==> config.mk <==
export PLATFORM = sky130hd
export DESIGN_NAME = sfc_top
export DESIGN_NICKNAME = d
export VERILOG_FILES = /design/src/inc/sfc_pkg.sv /design/src/logic/sfc_top.sv
export VERILOG_INCLUDE_DIRS = /design/src /design/src/inc
export SDC_FILE = /design/constraint.sdc
export NUM_CORES = 1
export LEC_CHECK = 0
export ABC_AREA = 1
export CELL_PAD_IN_SITES_DETAIL_PLACEMENT = 1
export CELL_PAD_IN_SITES_GLOBAL_PLACEMENT = 1
export CORE_ASPECT_RATIO = 1.2
export CORE_UTILIZATION = 43
export DETAILED_ROUTE_END_ITERATION = 6
export DONT_BUFFER_PORTS = 1
export HOLD_SLACK_MARGIN = 0.08
export PLACE_DENSITY = 0.75
export REMOVE_ABC_BUFFERS = 1
export SKIP_LAST_GASP = 1
export SYNTH_ARGS = -nofsm -noshare
export SYNTH_HDL_FRONTEND = slang
export SYNTH_HIERARCHICAL = 1
export SYNTH_SLANG_ARGS = --single-unit
==> constraint.sdc <==
create_clock -name clk_in -period 3.1 [get_ports clk_in]
set_input_delay 0.31 -clock clk_in [delete_from_list [all_inputs] [get_ports clk_in]]
set_output_delay 0.31 -clock clk_in [all_outputs]
set_load 0.01 [all_outputs]
==> src/inc/sfc_regs.svh <==
// Register offsets, field positions and reset values of the forwarding config
`ifndef SFC_REGS_SVH
`define SFC_REGS_SVH
`define SFC_CFG2_ADDR 8'h06
`define SFC_CFG2_RESET 32'h0000_0800
`define SFC_CFG2_WMASK 32'h0001_ffd4
`define SFC_STAT_BASE 8'h80
`define SFC_B_P2_GAP 16
`define SFC_B_ORDER 15
`define SFC_B_P2_TO_P1 14
`define SFC_B_P1_TO_P2 13
`define SFC_B_P2_HOST 12
`define SFC_B_PASS 11
`define SFC_B_TX_EMPTY 8
`define SFC_B_SFD_SRC 7
`define SFC_B_CLR_RD 6
`define SFC_B_P1_GAP 4
`define SFC_B_P1_HOST 2
`endif

==> src/inc/sfc_pkg.sv <==
// Types shared by the switch forwarding configuration block
package sfc_pkg;
	typedef enum logic {
		SFC_ORDER_FILL,
		SFC_ORDER_PINGPONG
	} sfc_order_e;
	// Forwarding verdict for one ingress frame
	typedef struct packed {
		logic port2;
		logic to_other;
		logic to_host;
		logic low_prio;
		logic passthrough;
		logic drop;
	} sfc_fwd_s;
	// Host read selection
	typedef struct packed {
		logic port2;
		logic high;
	} sfc_sel_s;
endpackage

==> src/logic/sfc_top.sv <==
// Switch forwarding configuration register, its decisions and a verdict FIFO
// What this block does
// RULE_01: Gap-error bit 16 set lets port 2 accept frames violating the gap.
// RULE_02: Read order 0 returns first the port holding most data at priority.
// RULE_03: Fill order serves high FIFOs first, fullest low only when highs empty.
// RULE_04: Read order 1 alternates ports, one frame from each in turn.
// RULE_05: Alternating order still returns every high frame before any low.
// RULE_06: Bit 14 forwards unknown port 2 frames to port 1.
// RULE_07: Bit 13 forwards unknown port 1 frames to port 2.
// RULE_08: Unknown frame dropped when its port and host forwarding bits are 0.
// RULE_09: Bit 12 sends unknown port 2 frames to host, low priority FIFO.
// RULE_10: Bit 11 enables port cut-through and resets to one.
// RULE_11: Host sets cut-through before any forwarding bit or filter write.
// RULE_12: Transmit ready marks a sent frame, or empty FIFO when bit 8 set.
// RULE_13: Bit 7 at 0 takes frame-start detection from the PHY domain.
// RULE_14: Bit 7 at 1 takes frame-start detection from the MAC domain.
// RULE_15: Bit 6 selects clear-on-read for all statistics counters.
// RULE_16: Without clear-on-read a read leaves counters; they wrap at maximum.
// RULE_17: With clear-on-read a read clears; counters saturate until read.
// RULE_18: Bit 2 sends unknown port 1 frames to host, low priority FIFO.
// RULE_19: Bit 4 set lets port 1 accept frames violating the gap.
// RULE_20: Bits 31 to 17 read zero; bits 10 and 9 just store.
`timescale 1ns/1ns
`include "sfc_regs.svh"

module sfc_fifo #(
	parameter int WIDTH = 6,
	parameter int DEPTH = 16
) (
	// Clock and reset
	input wire logic clk_in,
	input wire logic rst_in,
	// Fill side
	input wire logic in_valid_in,
	output logic in_ready_out,
	input wire logic [WIDTH-1:0] in_data_in,
	// Drain side
	output logic out_valid_out,
	input wire logic out_ready_in,
	output logic [WIDTH-1:0] out_data_out
);
	localparam int AW = $clog2(DEPTH);
	logic [WIDTH-1:0] mem_q [DEPTH];
	logic [AW-1:0] wr_q;
	logic [AW-1:0] rd_q;
	logic [AW:0] cnt_q;
	logic push;
	logic pop;

	// Full and empty come straight from the word count
	assign in_ready_out = (cnt_q != (AW+1)'(DEPTH));
	assign out_valid_out = (cnt_q != '0);
	assign push = in_valid_in && in_ready_out;
	assign pop = out_valid_out && out_ready_in;
	assign out_data_out = mem_q[rd_q];

	// Storage, written only on an accepted push
	always_ff @(posedge clk_in) begin
		if (push) begin
			mem_q[wr_q] <= in_data_in;
		end
	end

	// Pointers and count
	always_ff @(posedge clk_in or posedge rst_in) begin
		if (rst_in) begin
			wr_q <= '0;
			rd_q <= '0;
			cnt_q <= '0;
		end else begin
			if (push) begin
				wr_q <= (wr_q == AW'(DEPTH - 1)) ? '0 : wr_q + 1'b1;
			end
			if (pop) begin
				rd_q <= (rd_q == AW'(DEPTH - 1)) ? '0 : rd_q + 1'b1;
			end
			cnt_q <= cnt_q + (AW+1)'(push) - (AW+1)'(pop);
		end
	end
endmodule // sfc_fifo

module sfc_top #(
	parameter int FILL_W = 12,
	parameter int N_CNT = 4,
	parameter int CNT_W = 16,
	parameter int FIFO_DEPTH = 16
) (
	// Clock and reset
	input wire logic clk_in,
	input wire logic rst_in,
	// Register port
	input wire logic reg_wr_in,
	input wire logic reg_rd_in,
	input wire logic [7:0] reg_addr_in,
	input wire logic [31:0] reg_wdata_in,
	output logic [31:0] reg_rdata_out,
	// Ingress frame verdict request
	input wire logic frm_valid_in,
	output logic frm_ready_out,
	input wire logic frm_port2_in,
	input wire logic frm_matched_in,
	// Verdict stream out
	output logic fwd_valid_out,
	input wire logic fwd_ready_in,
	output sfc_pkg::sfc_fwd_s fwd_out,
	// Inter-frame gap check, index 0 is port 1
	input wire logic [1:0] gap_error_in,
	output logic [1:0] gap_admit_out,
	// Host read order
	input wire logic [FILL_W-1:0] fill_p1_hi_in,
	input wire logic [FILL_W-1:0] fill_p1_lo_in,
	input wire logic [FILL_W-1:0] fill_p2_hi_in,
	input wire logic [FILL_W-1:0] fill_p2_lo_in,
	input wire logic sel_req_in,
	output logic sel_valid_out,
	output sfc_pkg::sfc_sel_s sel_out,
	// Transmit ready indication
	input wire logic tx_sent_in,
	input wire logic tx_empty_in,
	output logic tx_ready_out,
	// Frame-start detection
	input wire logic sfd_phy_in,
	input wire logic sfd_mac_in,
	output logic sfd_out,
	// Statistics counter events
	input wire logic [N_CNT-1:0] cnt_inc_in
);
	logic [31:0] cfg_q;
	logic [31:0] rdata_d;
	logic [31:0] rdata_q;
	logic [CNT_W-1:0] cnt_q [N_CNT];
	logic port2_last_q;
	logic sel_valid_q;
	sfc_pkg::sfc_sel_s sel_q;
	sfc_pkg::sfc_sel_s sel_d;
	logic sel_any;
	sfc_pkg::sfc_fwd_s verdict;
	logic tx_ready_q;
	logic sfd_q;
	logic [1:0] gap_admit_q;
	logic cfg_wr;
	logic any_hi;
	logic any_lo;
	logic p1_has;
	logic p2_has;

	assign cfg_wr = reg_wr_in && (reg_addr_in == `SFC_CFG2_ADDR);

	// Config register; masked bits stay zero so reserved reads return zero
	always_ff @(posedge clk_in or posedge rst_in) begin
		if (rst_in) begin
			cfg_q <= `SFC_CFG2_RESET; // RULE_10
		end else if (cfg_wr) begin
			cfg_q <= reg_wdata_in & `SFC_CFG2_WMASK; // RULE_20
		end
	end

	// Read mux, answer one cycle after the read strobe
	always_comb begin
		rdata_d = 32'h0000_0000;
		if (reg_addr_in == `SFC_CFG2_ADDR) begin
			rdata_d = cfg_q;
		end
		for (int i = 0; i < N_CNT; i++) begin
			if (reg_addr_in == `SFC_STAT_BASE + 8'(i)) begin
				rdata_d = 32'(cnt_q[i]);
			end
		end
	end

	always_ff @(posedge clk_in or posedge rst_in) begin
		if (rst_in) begin
			rdata_q <= 32'h0000_0000;
		end else if (reg_rd_in) begin
			rdata_q <= rdata_d;
		end
	end
	assign reg_rdata_out = rdata_q;

	// Statistics counters; an event in the clearing read's cycle still counts
	for (genvar g = 0; g < N_CNT; g++) begin : g_cnt
		logic hit;
		assign hit = reg_rd_in && (reg_addr_in == `SFC_STAT_BASE + 8'(g));
		always_ff @(posedge clk_in or posedge rst_in) begin
			if (rst_in) begin
				cnt_q[g] <= '0;
			end else if (cfg_q[`SFC_B_CLR_RD]) begin // RULE_15
				if (hit) begin
					cnt_q[g] <= CNT_W'(cnt_inc_in[g]); // RULE_17
				end else if (cnt_inc_in[g] && cnt_q[g] != '1) begin
					cnt_q[g] <= cnt_q[g] + 1'b1; // RULE_17
				end
			end else if (cnt_inc_in[g]) begin
				cnt_q[g] <= cnt_q[g] + 1'b1; // RULE_16
			end
		end
	end

	// Forwarding verdict, built from the ingress port's bits
	always_comb begin
		verdict = '0;
		verdict.port2 = frm_port2_in;
		verdict.passthrough = cfg_q[`SFC_B_PASS]; // RULE_10
		if (frm_matched_in) begin
			verdict.to_host = 1'b1;
		end else if (frm_port2_in) begin
			verdict.to_other = cfg_q[`SFC_B_P2_TO_P1]; // RULE_06
			verdict.to_host = cfg_q[`SFC_B_P2_HOST]; // RULE_09
			verdict.low_prio = cfg_q[`SFC_B_P2_HOST]; // RULE_09
		end else begin
			verdict.to_other = cfg_q[`SFC_B_P1_TO_P2]; // RULE_07
			verdict.to_host = cfg_q[`SFC_B_P1_HOST]; // RULE_18
			verdict.low_prio = cfg_q[`SFC_B_P1_HOST]; // RULE_18
		end
		verdict.drop = !verdict.to_other && !verdict.to_host; // RULE_08
	end

	// Verdicts queue so a slow forwarding engine back-pressures ingress
	sfc_fifo #(
		.WIDTH($bits(sfc_pkg::sfc_fwd_s)),
		.DEPTH(FIFO_DEPTH)
	) u_fifo (
		.clk_in(clk_in),
		.rst_in(rst_in),
		.in_valid_in(frm_valid_in),
		.in_ready_out(frm_ready_out),
		.in_data_in(verdict),
		.out_valid_out(fwd_valid_out),
		.out_ready_in(fwd_ready_in),
		.out_data_out(fwd_out)
	);

	// Read-order choice; high priority always wins over low
	assign p1_has = any_hi ? (fill_p1_hi_in != '0) : (fill_p1_lo_in != '0);
	assign p2_has = any_hi ? (fill_p2_hi_in != '0) : (fill_p2_lo_in != '0);
	assign any_hi = (fill_p1_hi_in != '0) || (fill_p2_hi_in != '0);
	assign any_lo = (fill_p1_lo_in != '0) || (fill_p2_lo_in != '0);
	assign sel_any = any_hi || any_lo;
	always_comb begin
		sel_d.high = any_hi; // RULE_03 RULE_05
		if (cfg_q[`SFC_B_ORDER] == sfc_pkg::SFC_ORDER_PINGPONG) begin
			// Take the other port when it has a frame at this level
			sel_d.port2 = (p1_has && p2_has) ? !port2_last_q : p2_has; // RULE_04
		end else if (any_hi) begin
			sel_d.port2 = fill_p2_hi_in > fill_p1_hi_in; // RULE_02
		end else begin
			sel_d.port2 = fill_p2_lo_in > fill_p1_lo_in; // RULE_02 RULE_03
		end
	end

	always_ff @(posedge clk_in or posedge rst_in) begin
		if (rst_in) begin
			sel_valid_q <= 1'b0;
			sel_q <= '0;
			port2_last_q <= 1'b1;
		end else begin
			sel_valid_q <= sel_req_in && sel_any;
			if (sel_req_in && sel_any) begin
				sel_q <= sel_d;
				port2_last_q <= sel_d.port2; // RULE_04
			end
		end
	end
	assign sel_valid_out = sel_valid_q;
	assign sel_out = sel_q;

	// Gap admit, transmit ready and frame-start source, registered
	always_ff @(posedge clk_in or posedge rst_in) begin
		if (rst_in) begin
			gap_admit_q <= 2'b00;
			tx_ready_q <= 1'b0;
			sfd_q <= 1'b0;
		end else begin
			gap_admit_q[0] <= !gap_error_in[0] || cfg_q[`SFC_B_P1_GAP]; // RULE_19
			gap_admit_q[1] <= !gap_error_in[1] || cfg_q[`SFC_B_P2_GAP]; // RULE_01
			tx_ready_q <= cfg_q[`SFC_B_TX_EMPTY] ? tx_empty_in
				: tx_sent_in; // RULE_12
			// The PHY source carries less jitter, hence the reset choice
			sfd_q <= cfg_q[`SFC_B_SFD_SRC] ? sfd_mac_in // RULE_14
				: sfd_phy_in; // RULE_13
		end
	end
	assign gap_admit_out = gap_admit_q;
	assign tx_ready_out = tx_ready_q;
	assign sfd_out = sfd_q;
endmodule // sfc_top

==> results of run 1 <==
report_power, final:
part	internal [mW]	switching [mW]
sequential	3.39	0.507
clock	1.66	1.15
combinational	0.840	1.76
total	5.89	3.42
worst reg2reg max path, cell delays in order (launching register included):
cell and delay [ns]:
dfrtp_1 0.39, inv_1 0.09, ha_1 0.18, nand4_1 0.19
nand2_1 0.19, inv_2 0.09, ha_1 0.27, inv_1 0.06
ha_1 0.16, inv_1 0.06, fa_1 0.40, o21ai_0 0.20
a21oi_1 0.11, xor2_1 0.15
layout make-up:
cell class / instances / area, µm²
diodes: 1 / 2.50
clock buffers: 30 / 622
clock inverters: 11 / 136
fillers: 3396 / 14300
inverters: 242 / 916
multi-input cells: 1006 / 5120
flip-flops and latches: 211 / 5760
well taps: 379 / 474
repair buffers: 51 / 490
routing by layer:
layer / part of all wire [%] / global-route usage, % / vias to the layer above
li1: - / - / 4862
met1: 38 / 28.1 / 4979
met2: 53 / 48.2 / 223
met3: 4.8 / 4.38 / 81
met4: 3.7 / 10.0 / 2
met5: 0.037 / 0 / -
sequential cells by signal, summed over array words and instances (netlist names):
| signal | flops |
|---|---|
| u_fifo/wr_q | 4 |
| cnt_q | 64 |
| port2_last_q | 1 |
| sel_valid_out | 1 |
| reg_rdata_out | 17 |
| sfd_out | 1 |
| u_fifo/cnt_q | 5 |
| gap_admit_out | 2 |
| tx_ready_out | 1 |
| sel_out | 2 |
| u_fifo/mem_q | 96 |
| u_fifo/rd_q | 4 |
| cfg_q | 13 |
layout by cell type (no fill, tap or decap), types with 6 or more instances in the layout:
master,synthesis,layout
clkinv_2,0,6
dfrtp_1,113,112
conb_1,1,15
edfxtp_1,96,96
ha_1,39,39
a31oi_1,7,7
nand2_4,7,7
o21ai_1,20,20
dlygate4sd3_1,0,38
nor2_1,129,129
o21ai_0,72,72
nor3_1,27,27
xor2_1,29,29
o211ai_1,14,14
or2_0,10,10
nand3_1,163,163
buf_4,21,12
inv_1,225,224
inv_2,14,14
clkbuf_16,0,23
o21ai_2,7,7
nand4_1,12,12
nand2_2,7,7
a21oi_1,33,33
nand2_1,369,369
repair_timing:
action / 4_1_cts / 5_1_grt
gates resized for setup: 0 / 0
hold endpoints to repair: 142 / 0
hold buffers: 38 / 0
logic make-up after synthesis:
logic type | Yosys count
and+or+nand+nor | 750
buffers and inverters | 296
DFF | 211
AOI/OAI and AO/OA | 168
adders and majority gates | 40
xor gates and xnor gates | 31
muxes | 2
other | 1
metrics by stage:
stage / power (mW) / hold WS (ns) / setup slack, ns / cells / util (%)
final: 9.32 / 0.0887 / 0.460 / 1931 / 48.6
after global routing: 9.88 / 0.117 / 0.232 / 1930 / 48.6
after CTS: 9.41 / 0.0808 / 0.410 / 1930 / 48.6
after detailed placement: 6.49 / 0.276 / 0.473 / 1851 / 44.5
after global placement: 6.36 / 0.267 / 0.553 / 1851 / 44.5
after floorplan: 5.60 / 0.187 / 0.118 / 1459 / -
worst max path at each step:
stage               startpoint  slack, ns  depth (start not counted)         endpoint
4_1_cts        u_fifo/cnt_q[2]       0.41                         13  u_fifo/cnt_q[4]
5_1_grt        u_fifo/cnt_q[2]       0.23                         13  u_fifo/cnt_q[4]
3_3_place_gp   u_fifo/cnt_q[3]       0.55                         13  u_fifo/cnt_q[4]
3_5_place_dp   u_fifo/cnt_q[2]       0.47                         13  u_fifo/cnt_q[4]
6_report       u_fifo/cnt_q[2]       0.46                         13  u_fifo/cnt_q[4]
2_1_floorplan           rst_in       0.12                          1        cfg_q[10]
==> run metrics, run 1 <==
critical path class register to register; outcome finished, final reports clean; initial detailed-routing violation count 507; vias per cell 5.25; maximum fanout along the worst path 6; Starting Density 43.6%; sequential share of the synthesized area 47.5%; number of buffers and inverters on the critical path 4; Worst Hold Class input pin to register; Max Cap Violations 0; area fraction in and, or, nand and nor cells after synthesis 27.3%; flops & latches, synth around 210; htree depth 1; Final Setup Violations 0; GRT Residual Overflow 0; Final Skew 0.0254 ns; worst-path cell chain inv_1 -> ha_1 -> nand4_1 -> nand2_1 -> inv_2 -> ha_1 -> inv_1 -> ha_1 -> inv_1 -> fa_1 -> o21ai_0 -> a21oi_1 -> xor2_1; residual DRC count 0; TritonCTS clock tree yes; total leakage power approximately 6.3 nW; DP HPWL around 25000 µm; XOR/XNOR Fraction of Synth Area 2.24%; setup repair after global routing missed its margin no; Worst-Skew Late Latency around 0.52 ns; synth warn 6; worst min-delay path endpoint cfg_q[9]; leading area contributor after synthesis edfxtp_1; root buf cell clkbuf_16; R2R Setup Slk approximately 0.46 ns; number of global-route vias before repair 10900; Post-Synth Adder-Cell Area 4.19%; Max VDD drop roughly 0.00044 V; top_reg_cell synth dfrtp_1; post-synthesis cell type count between 50 and 60; reg2reg path depth 13; Final period util between 80% and 90%; drt wl/cell 18.4 µm; Die ar. approximately 0.029 mm²; number of synthesized flops with an enable pin 96; critical-path cell with the highest stage delay fa_1; die width 155 µm; synth cell count leaders nand2_1, inv_1, nand3_1, nor2_1, dfrtp_1; core area 0.0278 mm²; Area Growth Syn to Fin 11.5%; clk slew on worst S/H paths around 0.07 ns; largest family of logic cells by synthesized area simple AND/OR/NAND/NOR gates; worst path required time between 3 and 4 ns; Synth Area per Inst 8.09 µm²; largest net degree at the start of global routing 62; layout cells sized above 1 7.29%; final WL 35600 µm; Cell Area, Placed 0.0124 mm²; Synth area leaders edfxtp_1, dfrtp_1, nand2_1; reg2reg end u_fifo/cnt_q[4]; Via Count 10100; crit path capture type register; max incr delay on CP 0.40 ns; multiplexer share of the synthesized area 0.186%; worst rel slew slack 36.3%; CTS Buf Count 23; port buffer count 0; family with the most delay on the worst path adder cells; Die Y 186 µm; IO Pins about 150; Hold Startpoint reg_wr_in; final setup TNS 0 ns; RR Startpoint u_fifo/cnt_q[2]; Post-synth ARST share 54.5%; finished layout cell area 0.0135 mm²; antenna violations before repair 2; fmax 379 MHz; final max-slew violation count 0; Critical Path AT 3.03 ns; GPL Wtd Cong about 0.85; # clock sinks 211; GRT Util Overall 25.5%; minimum clock period approximately 2.6 ns; CTS max path bufs 3; Post-CTS Setup Repair Bufs 0; Post-Syn Area 0.0121 mm²; Mapped Cells 1499; Power per Cell Area approximately 690 mW/mm²; global-route wire length before repair 56900 µm; WHS Path Cells 3; Least-Margin Pin Slew 0.952 ns; Final ANT Viol Nets 0; Layout Nets between 1500 and 2000; DR pass1 iterations 4; final hold violation count 0; Yosys top cell area share 23.8%; Site Rows 67; Compound-Gate Fraction of Synth Area 7.83%; top-count cell post-synth nand2_1; critical path startpoint category register
Power figures use the tool's default switching activity.
==> run 2, diff against run 1 <==
--- a/config.mk
+++ b/config.mk
@@ -14,6 +14,7 @@
 export DETAILED_ROUTE_END_ITERATION = 6
 export DONT_BUFFER_PORTS = 1
 export HOLD_SLACK_MARGIN = 0.08
+export MAX_ROUTING_LAYER = met4
 export PLACE_DENSITY = 0.75
 export REMOVE_ABC_BUFFERS = 1
 export SKIP_LAST_GASP = 1
==> run metrics, run 2 (synthesized netlist as in run 1, its figures left out) <==
drt wl/cell 18.4 µm; DP HPWL between 20000 and 30000 µm; Worst Hold Class input pin to register; CTS max path bufs 3; fmax 379 MHz; Levels on crit path 13; critical-path cell with the highest stage delay fa_1; residual DRC count 0; max FFs per register 96; final hold violation count 0; outcome finished, final reports clean; layout cells sized above 1 7.29%; max incr delay on CP about 0.40 ns; R2R Setup Slk 0.46 ns; Die Y roughly 190 µm; Worst-Skew Late Latency 0.52 ns; global-route wire length before repair 56900 µm; core area 0.0278 mm²; final WL about 35000 µm; commonest non-fill, non-tap cell in the layout nand2_1; Max Cap Violations 0; pre-CTS setup slack 0.473 ns; worst rel slew slack 35.8%; antenna violations before repair 2; RR Startpoint u_fifo/cnt_q[2]; worst-path cell chain inv_1 -> ha_1 -> nand4_1 -> nand2_1 -> inv_2 -> ha_1 -> inv_1 -> ha_1 -> inv_1 -> fa_1 -> o21ai_0 -> a21oi_1 -> xor2_1; cts repair resizes 0; family with the most delay on the worst path adder cells; reg2reg end u_fifo/cnt_q[4]; Final Setup Violations 0; final max-slew violation count 0; total leakage power 6.30 nW; GPL Wtd Cong 0.863; maximum fanout along the worst path 6; largest net degree at the start of global routing 62; TritonCTS clock tree yes; CTS Buf Count 23; Final period util 85.2%; vias per cell roughly 5.2; IO Pins approximately 150; CP endpoint u_fifo/cnt_q[4]; Largest Register u_fifo/mem_q; Site Rows 67; setup repair after global routing missed its margin no; most frequent cells in the layout nand2_1, inv_1, nand3_1, nor2_1, dfrtp_1; crit path from u_fifo/cnt_q[2]; die width 155 µm; DR pass1 iterations 4; number of buffers and inverters on the critical path 4; Die ar. roughly 0.029 mm²; Via Count between 10000 and 15000; Critical Path AT 3.04 ns; htree depth 1; GRT Util Overall 26.2%; root buf cell clkbuf_16; GRT Residual Overflow 0; minimum clock period about 2.6 ns; Layout Nets 1682; Least-Margin Pin Slew 0.960 ns; final setup TNS 0 ns; Post-CTS Setup Repair Bufs 0; Starting Density 43.6%; crit path capture type register; critical path startpoint category register; Max VDD drop 0.000435 V; port buffer count 0; Setup WS post-layout 0.459 ns; clk slew on worst S/H paths 0.07 ns; Final Skew between 0.02 and 0.025 ns; Area Growth Syn to Fin 11.6%; critical path class register to register; Power per Cell Area around 690 mW/mm²; reg2reg path depth 13; Final ANT Viol Nets 0; worst path required time 3.49 ns; # clock sinks 211; initial detailed-routing violation count 541; number of global-route vias before repair 10800
==> run 2: cell types whose count changed in the layout (fill, tap and decap cells not counted) <==
cell     previous run  this run
diode_2             1         2
==> run 2: power breakdown <==
part	internal (mW)	switching [mW]	leakage [nW]	total, mW
sequential	3.39	0.506	2.29	3.89
combinational	0.840	1.76	3.64	2.60
clock	1.66	1.15	0.374	2.81
total	5.89	3.41	6.30	9.31
==> run 2: routing by layer <==
layer	vias up	track usage (%)	routed length (µm)	part of all wire (%)
li1	4866	-	-	-
met1	4951	28.3	13500	38
met2	226	48.2	18900	53
met3	76	4.24	1750	4.9
met4	0	10.0	1270	3.6
met5	-	-	0	0
==> run 2: worst register-to-register path, delay by kind of cell, from the launching register on <==
kind,cells,cell delay (ns)
adders and majority gates,4,1.01
DFF,1,0.39
xor gates and xnor gates,1,0.15
and+or+nand+nor,2,0.38
buffers and inverters,4,0.30
AOI/OAI and AO/OA,2,0.31
==> run 2: worst min path at each step <==
stage                         start              end  slack [ns]  cells past startpoint
after floorplan              rst_in  u_fifo/cnt_q[0]        0.19                      1
after detailed placement     rst_in   u_fifo/wr_q[1]        0.28                      1
after CTS                 reg_wr_in         cfg_q[9]        0.08                      3
final                     reg_wr_in         cfg_q[9]        0.09                      3
after global placement       rst_in   u_fifo/wr_q[1]        0.27                      1
after global routing      reg_wr_in         cfg_q[6]        0.12                      2
==> run 2: cell type report <==
type	count	area (µm²)
Antenna cell	2	5.00
Clock buffer	30	622
Clock inverter	11	136
Fill cell	3396	14300
Inverter	242	916
Multi-Input combinational cell	1006	5120
Sequential cell	211	5760
Tap cell	379	474
Timing Repair Buffer	51	490
==> run 2: timing repair <==
| item | in CTS | in global routing |
|---|---|---|
| hold endpoints to repair | 142 | 0 |
| hold buffers | 38 | 0 |
| endpoints found under the setup margin | 0 | 0 |
==> run 2: stage by stage <==
stage               util (%)  total power [mW]  cell area (µm²)  std cells  hold WS, ns
global route            48.6              9.88            13500       1932        0.117
floorplan                  -              5.60            11800       1459        0.187
CTS                     48.6              9.41            13500       1930       0.0808
finish                  48.6              9.31            13500       1932       0.0914
global placement        44.5              6.36            12400       1851        0.267
detailed placement      44.5              6.49            12400       1851        0.276
==> run 3, diff against run 2 <==
--- a/config.mk
+++ b/config.mk
@@ -16,6 +16,7 @@
 export HOLD_SLACK_MARGIN = 0.08
 export MAX_ROUTING_LAYER = met4
 export PLACE_DENSITY = 0.75
+export RECOVER_POWER = 50
 export REMOVE_ABC_BUFFERS = 1
 export SKIP_LAST_GASP = 1
 export SYNTH_ARGS = -nofsm -noshare
==> run metrics, run 3 (synthesized netlist as in run 1, its figures left out) <==
root buf cell clkbuf_16; core area ~0.028 mm²; Largest Register u_fifo/mem_q; most frequent cells in the layout nand2_1, inv_1, nand3_1, nor2_1, dfrtp_1; Final Setup Violations 0; Layout Nets 1682; Die ar. 0.0289 mm²; initial detailed-routing violation count 494; DR pass1 iterations 5; layout cells sized above 1 6.90%; total power 9.30 mW; CP endpoint u_fifo/cnt_q[4]; DP HPWL 25400 µm; port buffer count 0; GRT Util Overall 26.2%; setup repair after global routing missed its margin no; post-layout util 48.5%; final setup TNS 0 ns; critical path startpoint category register; reg2reg path depth 13; Die Y 186 µm; htree depth 1; number of buffers and inverters on the critical path 4; cts repair resizes 0; Worst-Skew Late Latency 0.52 ns; global-route wire length before repair 56900 µm; fmax between 300 and 400 MHz; GPL Wtd Cong 0.863; Site Rows 67; Hold Startpoint reg_wr_in; Max VDD drop 0.000436 V; Final Skew 0.0237 ns; Area Growth Syn to Fin 11.3%; R2R Setup Slk 0.45 ns; Levels on crit path 13; total leakage power 6.28 nW; final WL around 36000 µm; TritonCTS clock tree yes; Starting Density between 40% and 50%; commonest non-fill, non-tap cell in the layout nand2_1; Critical Path AT approximately 3.0 ns; clk slew on worst S/H paths around 0.07 ns; # clock sinks 211; crit path capture type register; family with the most delay on the worst path adder cells; RR Startpoint u_fifo/cnt_q[2]; Final ANT Viol Nets 0; Worst Hold Class input pin to register; critical-path cell with the highest stage delay fa_1; worst path required time 3.49 ns; Via Count 10100; minimum clock period 2.65 ns; max incr delay on CP 0.40 ns; crit path from u_fifo/cnt_q[2]; Power per Cell Area 689 mW/mm²; Least-Margin Pin Slew 1.12 ns; Hold WS approximately 0.095 ns; outcome finished, final reports clean; antenna violations before repair 2; die width 155 µm; max FFs per register 96; vias per cell 5.24; largest net degree at the start of global routing 62; IO Pins 154; Final period util 85.3%; critical path class register to register; GRT Residual Overflow 0; reg2reg end u_fifo/cnt_q[4]; worst rel slew slack between 20% and 30%; maximum fanout along the worst path 6; drt wl/cell roughly 18 µm; final hold violation count 0; number of global-route vias before repair approximately 11000; final max-slew violation count 0; worst-path cell chain inv_1 -> ha_1 -> nand4_1 -> nand2_1 -> inv_2 -> ha_1 -> inv_1 -> ha_1 -> inv_1 -> fa_1 -> o21ai_0 -> a21oi_1 -> xor2_1; residual DRC count 0; CTS Buf Count 23; Max Cap Violations 0; CTS max path bufs 3
==> run 3: cell count changes in the layout (fill, tap and decap cells not counted), sizes merged <==
cell | before | now
buf | 13 | 8
clkbuf | 30 | 35
==> run 3: how the worst min path moves through the flow <==
| stage | to | slack, ns | depth (start not counted) |
|---|---|---|---|
| 3_3_place_gp | u_fifo/wr_q[1] | 0.27 | 1 |
| 5_1_grt | cfg_q[6] | 0.12 | 2 |
| 4_1_cts | cfg_q[9] | 0.08 | 3 |
| 6_report | cfg_q[9] | 0.1 | 3 |
| 3_5_place_dp | u_fifo/wr_q[1] | 0.28 | 1 |
| 2_1_floorplan | u_fifo/cnt_q[0] | 0.19 | 1 |
==> run 3: power by group <==
part	internal, mW	leakage (nW)	switching (mW)	total (mW)
combinational	0.836	3.62	1.76	2.59
clock	1.66	0.374	1.15	2.81
sequential	3.39	2.29	0.509	3.90
==> run 3: worst reg2reg max path, cell delays in order, from the launching register on <==
cell	delay (ns)
dfrtp_1	0.39
inv_1	0.09
ha_1	0.18
nand4_1	0.19
nand2_1	0.20
inv_2	0.09
ha_1	0.27
inv_1	0.06
ha_1	0.16
inv_1	0.06
fa_1	0.40
o21ai_0	0.20
a21oi_1	0.11
xor2_1	0.15
==> run 3: per-stage QoR <==
step,setup WS [ns],cells,instance area [µm²]
floorplan,0.118,1459,11800
global placement,0.553,1851,12400
detailed placement,0.473,1851,12400
CTS,0.410,1930,13500
global route,0.232,1932,13500
finish,0.455,1932,13500
==> run 3: metal layers <==
layer  up-vias  wire [µm]  track usage (%)
li1       4867          -                -
met1      4950      13600             28.3
met2       235      18900             48.2
met3        76       1680             4.24
met4         0       1280             10.0
met5         -          0                -
==> run 3: area by class of cell <==
class                   instances  area, µm²
multi-input cells            1006       5120
repair buffers                 51        460
fillers                      3400      14300
inverters                     242        916
clock buffers                  30        622
flip-flops and latches        211       5760
well taps                     379        474
clock inverters                11        136
diodes                          2       5.00
==> run 3: timing repair <==
action                    4_1_cts  5_1_grt
hold endpoints to repair      142        0
setup buffers                   0        0
hold buffers                   38        0
